### src/pkg/isg_map.vh
// Constants for the isolated switch output gating block
`ifndef ISG_MAP_VH
`define ISG_MAP_VH

// Channel count, cause width, drive levels and reset values
`define ISG_CH_COUNT      4
`define ISG_OUT_RST       4'h0
`define ISG_IND_LOW       1'h0
`define ISG_OE_RST        1'h0
`define ISG_SYNC_RST      1'h0
`define ISG_BIT_OFF       1'h0
`define ISG_CAUSE_W       4

// Positions within the synchronised input vector
`define ISG_SV_OE         4
`define ISG_SV_LOGIC_OK   5
`define ISG_SV_SWITCH_OK  6
`define ISG_SV_HARD_FLT   7
`define ISG_SV_OVER_TEMP  8
`define ISG_SV_OVER_VOLT  9
`define ISG_SV_FLT_LINE   10
`define ISG_SV_STAT_LO    11
`define ISG_SV_WIDTH      15

`endif

### src/logic/isg_gate.v
// Output gating and fault indication for four isolated switch channels
`include "isg_map.vh"

module isg_gate #(
    parameter CH = `ISG_CH_COUNT
) (
    input  wire          sys_clk,
    input  wire          reset,
    // Variant select: high takes enables from the written register bits
    input  wire          register_enable_mode,
    // Enable pins from the host, asynchronous
    input  wire [CH-1:0] channel_enable_pin,
    input  wire          output_enable_pin,
    // Register copy written by the serial front end, same clock
    input  wire [CH-1:0] channel_switch_enable_bits,
    // Supply and protection status from the analog side, asynchronous
    input  wire          logic_supply,
    input  wire          switch_supply,
    input  wire          hard_fault,
    input  wire          over_temp_fault,
    input  wire          over_volt_fault,
    // Software remapping of the fault indicator, same clock
    input  wire          fault_indicator_override,
    input  wire          fault_indicator_force_low,
    // Channel switch outputs
    output reg  [CH-1:0] channel_switch_output,
    // Open-drain status indicators, active low
    input  wire [CH-1:0] channel_status_indicator_n_in,
    output wire [CH-1:0] channel_status_indicator_n_out,
    output reg  [CH-1:0] channel_status_indicator_n_oe,
    // Open-drain fault indicator, active low
    input  wire          fault_indicator_n_in,
    output wire          fault_indicator_n_out,
    output reg           fault_indicator_n_oe,
    // Fault state as the gating logic sees it
    output reg           fault_detected,
    // Levels read back from the shared indicator lines
    output reg           fault_line_low,
    output reg  [CH-1:0] status_line_low
);

    // Everything arriving from pins passes the synchroniser.
    // Supply and fault levels come from another domain as well, so they
    // share the same two stages; a cause may lag its pin by two clocks.
    wire [`ISG_SV_WIDTH-1:0] async_vec;
    wire [`ISG_SV_WIDTH-1:0] sync_vec;

    assign async_vec = {channel_status_indicator_n_in,
                        fault_indicator_n_in,
                        over_volt_fault,
                        over_temp_fault,
                        hard_fault,
                        switch_supply,
                        logic_supply,
                        output_enable_pin,
                        channel_enable_pin};

    isg_sync #(
        .WIDTH    (`ISG_SV_WIDTH)
    ) u_sync (
        .sys_clk  (sys_clk),
        .reset    (reset),
        .async_in (async_vec),
        .sync_out (sync_vec)
    );

    // Synchronised copies, named by use
    // Nothing below reads the raw pins directly
    wire [CH-1:0] pin_enable;
    wire          oe_level;
    wire          logic_ok;
    wire          switch_ok;
    wire          hard_flt;
    wire          temp_flt;
    wire          volt_flt;
    wire          flt_line;
    wire [CH-1:0] stat_line;

    assign pin_enable = sync_vec[CH-1:0];
    assign oe_level   = sync_vec[`ISG_SV_OE];
    assign logic_ok   = sync_vec[`ISG_SV_LOGIC_OK];
    assign switch_ok  = sync_vec[`ISG_SV_SWITCH_OK];
    assign hard_flt   = sync_vec[`ISG_SV_HARD_FLT];
    assign temp_flt   = sync_vec[`ISG_SV_OVER_TEMP];
    assign volt_flt   = sync_vec[`ISG_SV_OVER_VOLT];
    assign flt_line   = sync_vec[`ISG_SV_FLT_LINE];
    assign stat_line  = sync_vec[`ISG_SV_STAT_LO+CH-1:`ISG_SV_STAT_LO];

    // Per-channel enable source: register bit n drives channel n.
    // The register copy is already on this clock, so it is not delayed.
    function [CH-1:0] isg_pick_enable;
        input          reg_mode;
        input [CH-1:0] reg_bits;
        input [CH-1:0] pin_bits;
        begin
            isg_pick_enable = reg_mode ? reg_bits : pin_bits;
        end
    endfunction

    wire [CH-1:0] chan_enable;

    assign chan_enable = isg_pick_enable(register_enable_mode,
                                         channel_switch_enable_bits,
                                         pin_enable);

    // Fault state is purely combinational on present conditions, so it
    // drops on its own once every cause has gone; no clear is needed.
    wire [`ISG_CAUSE_W-1:0] fault_cause;
    wire                    next_fault;

    // Constraint faults count as detected even though they do not
    // force the outputs off; in the default mapping the indicator reports every cause while the logic supply is present.
    assign fault_cause = {volt_flt, temp_flt, hard_flt, ~switch_ok};
    assign next_fault  = |fault_cause;

    // Hard causes force outputs off; constraint faults are handled apart
    // Logic supply loss also lands here, so no channel outlives it
    wire force_off;

    assign force_off = ~logic_ok | ~switch_ok | hard_flt;

    // Next state of one channel. Over-temperature may hold a channel
    // that is already on but never lets an off channel start; a later
    // thermal shutdown would come in through the hard fault input.
    // Overvoltage is deliberately absent from the gating term.
    function isg_next_channel;
        input en;
        input oe;
        input blocked;
        input hot;
        input now_on;
        begin
            if (blocked || !en || !oe) begin
                isg_next_channel = `ISG_BIT_OFF;
            end else if (hot) begin
                isg_next_channel = now_on;
            end else begin
                isg_next_channel = ~`ISG_BIT_OFF;
            end
        end
    endfunction

    reg [CH-1:0] next_out;
    integer      ch_idx;

    // Each channel is judged on its own enable and its own present state
    always @* begin
        next_out = {CH{`ISG_BIT_OFF}};
        for (ch_idx = 0; ch_idx < CH; ch_idx = ch_idx + 1) begin
            next_out[ch_idx] = isg_next_channel(
                chan_enable[ch_idx], oe_level, force_off, temp_flt,
                channel_switch_output[ch_idx]);
        end
    end

    // Fault indicator drive: default mapping pulls low on a fault,
    // software may take the line over. With the logic supply gone the
    // level is undefined, so the pin is simply released.
    // The override bits are on this clock and act one clock later.
    reg next_flt_oe;

    always @* begin
        if (!logic_ok) begin
            next_flt_oe = `ISG_OE_RST;
        end else if (fault_indicator_override) begin
            next_flt_oe = fault_indicator_force_low;
        end else begin
            next_flt_oe = next_fault;
        end
    end

    // Switch outputs; the status indicators take the very same next
    // state so that a lit indicator always means an active channel
    always @(posedge sys_clk or posedge reset) begin
        if (reset) begin
            channel_switch_output         <= `ISG_OUT_RST;
            channel_status_indicator_n_oe <= `ISG_OUT_RST;
        end else begin
            channel_switch_output         <= next_out;
            channel_status_indicator_n_oe <= next_out;
        end
    end

    // Fault state and its indicator; neither holds a latch to clear,
    // so in the default mapping both fall on their own once the last cause has gone
    always @(posedge sys_clk or posedge reset) begin
        if (reset) begin
            fault_indicator_n_oe <= `ISG_OE_RST;
            fault_detected       <= `ISG_OE_RST;
        end else begin
            fault_indicator_n_oe <= next_flt_oe;
            fault_detected       <= next_fault;
        end
    end

    // Shared fault line may be held low by other devices on the wire-OR,
    // so the level is reported rather than our own drive
    always @(posedge sys_clk or posedge reset) begin
        if (reset) begin
            fault_line_low <= `ISG_OE_RST;
        end else begin
            fault_line_low <= ~flt_line;
        end
    end

    // Status lines read back the same way, one per channel
    always @(posedge sys_clk or posedge reset) begin
        if (reset) begin
            status_line_low <= `ISG_OUT_RST;
        end else begin
            status_line_low <= ~stat_line;
        end
    end

    // Open-drain pins only ever pull low; the enable carries the level,
    // which keeps the pad free of any high drive
    assign fault_indicator_n_out          = `ISG_IND_LOW;
    assign channel_status_indicator_n_out = {CH{`ISG_IND_LOW}};

endmodule

### src/logic/isg_sync.v
// Two-stage synchroniser for a vector of unrelated levels
module isg_sync #(
    parameter WIDTH = 1
) (
    input  wire             sys_clk,
    input  wire             reset,
    input  wire [WIDTH-1:0] async_in,
    output reg  [WIDTH-1:0] sync_out
);

`include "isg_map.vh"

    reg [WIDTH-1:0] stage_one;

    // First stage feeds only the second stage
    always @(posedge sys_clk or posedge reset) begin
        if (reset) begin
            stage_one <= {WIDTH{`ISG_SYNC_RST}};
            sync_out  <= {WIDTH{`ISG_SYNC_RST}};
        end else begin
            stage_one <= async_in;
            sync_out  <= stage_one;
        end
    end

endmodule

### config.mk
export PLATFORM = sky130hd
export DESIGN_NAME = isg_gate
export DESIGN_NICKNAME = d
export VERILOG_FILES = /design/src/logic/isg_gate.v /design/src/logic/isg_sync.v
export VERILOG_INCLUDE_DIRS = /design/src /design/src/pkg
export SDC_FILE = /design/constraint.sdc
export NUM_CORES = 1
export LEC_CHECK = 0
export BUFFER_PORTS_ARGS = -buffer_cell sky130_fd_sc_hd__buf_2
export CAP_MARGIN = 10
export CELL_PAD_IN_SITES_DETAIL_PLACEMENT = 0
export CELL_PAD_IN_SITES_GLOBAL_PLACEMENT = 1
export CORE_UTILIZATION = 41
export CTS_CLUSTER_SIZE = 25
export DETAILED_ROUTE_END_ITERATION = 7
export PLACE_DENSITY = 0.83
export SLEW_MARGIN = 20
export SYNTH_ARGS = -nofsm -noshare
export SYNTH_HDL_FRONTEND = slang
export SYNTH_SLANG_ARGS = --single-unit
### constraint.sdc
create_clock -name sys_clk -period 1.83 [get_ports sys_clk]
set_input_delay 0 -clock sys_clk [delete_from_list [all_inputs] [get_ports sys_clk]]
set_output_delay 0 -clock sys_clk [all_outputs]
set_load 0.02 [all_outputs]
==> impl_metrics.env <==
export IMPL_drtAntennaViolNets=0
export IMPL_n_fill_cell=212
export IMPL_whs_ps=-6.24
export IMPL_drv_slew=0
export IMPL_grt_use_met1=0.173
export IMPL_yosysMostFrequentCell="dfrtp_1"
export IMPL_synth_common_cells="41 x dfrtp_1, 9 x buf_4, 6 x inv_1"
export IMPL_dp_hpwl_um=1160
export IMPL_grtUsageMet3=0.0522
export IMPL_finalSetupViolCount=0
export IMPL_postCtsResizedCells=0
export IMPL_path_max_fanout=2
export IMPL_seqPwrFrac=0.591
export IMPL_netlist_area_um2=1250
export IMPL_coreArea_um2=2830
export IMPL_post_cts_setup_buffers=0
export IMPL_ys_warn_count=0
export IMPL_worstSetupPathType="register to register"
export IMPL_dieArea_um2=3270
export IMPL_cts_root_buf="clkbuf_4"
export IMPL_initial_core_util=0.441
export IMPL_crit_chain="or4b_4 > o211a_1"
export IMPL_clkSlewWorstSetupHoldPaths_ps=110
export IMPL_ys_flop_type="dfrtp_1"
export IMPL_fp_dieW_um=57.2
export IMPL_antenna_found_initial=0
export IMPL_grt_pass1_vias=681
export IMPL_p_switching_uw=335
export IMPL_drv_cap=0
export IMPL_clkPwrFrac=0.331
export IMPL_cts_tree="built"
export IMPL_drtPass1Iterations=5
export IMPL_max_freq_mhz=797
export IMPL_num_vias=692
export IMPL_placedInstanceArea_um2=1430
export IMPL_areaGrowthSynthToFinish_pct=37.1
export IMPL_dieHeight_um=57.2
export IMPL_p_comb_frac=0.078
export IMPL_drive_gt1_frac=0.348
export IMPL_yosysSeqAreaShare=0.822
export IMPL_synthTopCellsByArea="dfrtp_1 82%, buf_4 5.4%, mux2i_1 3.2%, nor2b_1 2.0%, inv_1 1.8%"
export IMPL_insertion_delay_ps=330
export IMPL_finalHoldViolCount=1
export IMPL_leakage_nw=0.880
export IMPL_fin_crit_sh=0.686
export IMPL_pin_count=44
export IMPL_synth_cell_types=12
export IMPL_grt_max_degree=42
export IMPL_cp_slowest_cell="or4b_4"
export IMPL_post_route_cell_area_um2=1710
export IMPL_internal_power_mw=1.29
export IMPL_grt_pass1_wl_um=3110
export IMPL_yosysTopAreaCell="dfrtp_1"
export IMPL_fin_tns_setup_ps=0
export IMPL_syn_avg_cell_area_um2=16.9
export IMPL_critical_path_max_stage_delay_ps=530
export IMPL_async_reset_ff_frac=1.00
export IMPL_cts_max_path_buffers=2
export IMPL_ys_ff_latch=41
export IMPL_grt_busiest_layer="met2"
export IMPL_outcome="complete, but fails checks"
export IMPL_ctsHtreeMaxLevel=2
export IMPL_netlist_area_leader_share=0.822
export IMPL_drt_vias_per_instance=4.17
export IMPL_swShare=0.206
export IMPL_violations="DRC, hold timing"
export IMPL_synth_edff_count=0
export IMPL_cp_end_kind="register"
export IMPL_required_ps=2060
export IMPL_r2r_cells=2
export IMPL_grt_overflow=0
export IMPL_cts_made_buffers=5
export IMPL_nets=159
export IMPL_clock_sinks=41
export IMPL_fin_crit_ps=1260
export IMPL_setup_worst_path_start_class="register"
export IMPL_wl_um=1820
export IMPL_synth_cells=74
export IMPL_total_power_mw=1.62
export IMPL_vdd_drop_max_uv=532
export IMPL_rsz0062_at_grt="no"
export IMPL_hold_class="input pin to register"
export IMPL_antennaDiodeCount=0
export IMPL_wl_per_cell_um=11.0
export IMPL_post_route_util=0.605
export IMPL_hold_path_cell_count=3
export IMPL_drt_iter0_markers=15
export IMPL_power_density_nw_per_um2=950
export IMPL_gr_usage_all_layers=0.134
export IMPL_gp_congestion=0.724
export IMPL_row_count=19
export IMPL_use_met2=0.190
export IMPL_arrival_ps=1480
export IMPL_portBuffers=38
export IMPL_fin_skew_ps=5.18
export IMPL_route_detailed_drc=6
-- path summary, 6_finish.rpt --
path | start | end | slack [ps]
max reg2reg | u_sync.sync_out[7] | fault_indicator_n_oe | 570
min reg2reg | u_sync.stage_one[4] | u_sync.sync_out[4] | 360
max in group asynchronous | reset | u_sync.sync_out[5] | 1180
min | fault_indicator_force_low | fault_indicator_n_oe | -6
min in group asynchronous | reset | u_sync.sync_out[4] | 330
max | u_sync.sync_out[7] | fault_indicator_n_oe | 570
-- layout make-up --
cell class,count,area [um^2],area share
Sequential cell,41,1030,0.600
Timing Repair Buffer,60,408,0.238
Multi-Input combinational cell,21,143,0.0834
Tap cell,31,38.8,0.0227
Clock buffer,5,37.5,0.0219
Clock inverter,2,35.0,0.0205
Inverter,6,22.5,0.0132
-- kinds of logic after synthesis --
kind of cell	synth area share
DFF	0.822
AOI/OAI and AO/OA	0.00802
muxes	0.0321
and+or+nand+nor	0.0592
other	0.00301
buffers and inverters	0.0752
-- layer usage --
layer | wire, um | up-vias
met1 | 793 | 322
li1 | - | 338
met5 | 0 | -
met2 | 875 | 30
met3 | 124 | 2
met4 | 30 | 0
-- state kept, by name, summed over array words and instances, names as in the netlist --
name	count
channel_status_indicator_n_oe	4
fault_detected	1
fault_indicator_n_oe	1
fault_line_low	1
status_line_low	4
u_sync.stage_one	15
u_sync.sync_out	15
-- critical path, delay by kind of cell, from the launching register on --
kind / cells / cell delay [ps]
DFF: 1 / 390
and+or+nand+nor: 1 / 530
AOI/OAI and AO/OA: 1 / 230
-- power by group through the flow --
stage	Combinational (mW)	Clock (mW)	Sequential (mW)
after CTS	0.129	0.559	0.960
final	0.126	0.539	0.960
after floorplan	0.0502	0	0.986
after global routing	0.140	0.602	0.965
after detailed placement	0.0927	0	0.978
after global placement	0.0905	0	0.975
-- cells in the final DEF (no fill, tap or decap) --
| cell | netlist | routed |
|---|---|---|
| nor2b_1 | 4 | 4 |
| buf_2 | 0 | 38 |
| o211a_1 | 1 | 1 |
| bufinv_16 | 0 | 1 |
| dlygate4sd3_1 | 0 | 21 |
| mux2i_1 | 4 | 4 |
| nor3_1 | 4 | 4 |
| nand2b_1 | 1 | 1 |
| buf_4 | 9 | 1 |
| dfrtp_1 | 41 | 41 |
| inv_1 | 6 | 6 |
| clkbuf_4 | 0 | 5 |
| clkinv_2 | 0 | 1 |
| or4b_4 | 1 | 1 |
| nand4b_1 | 1 | 1 |
| conb_1 | 1 | 5 |
-- metrics by stage --
stage               cells  setup WS [ps]
floorplan              78            636
global placement      138            625
detailed placement    138            604
CTS                   167           48.5
global route          166            497
finish                166            575
-- what timing repair did --
item                                    4_1_cts  5_1_grt
endpoints found under the setup margin        0        1
endpoints found under the hold margin        61        0
hold buffers                                 22        0
Note: power is estimated with default switching activity, not from simulation.
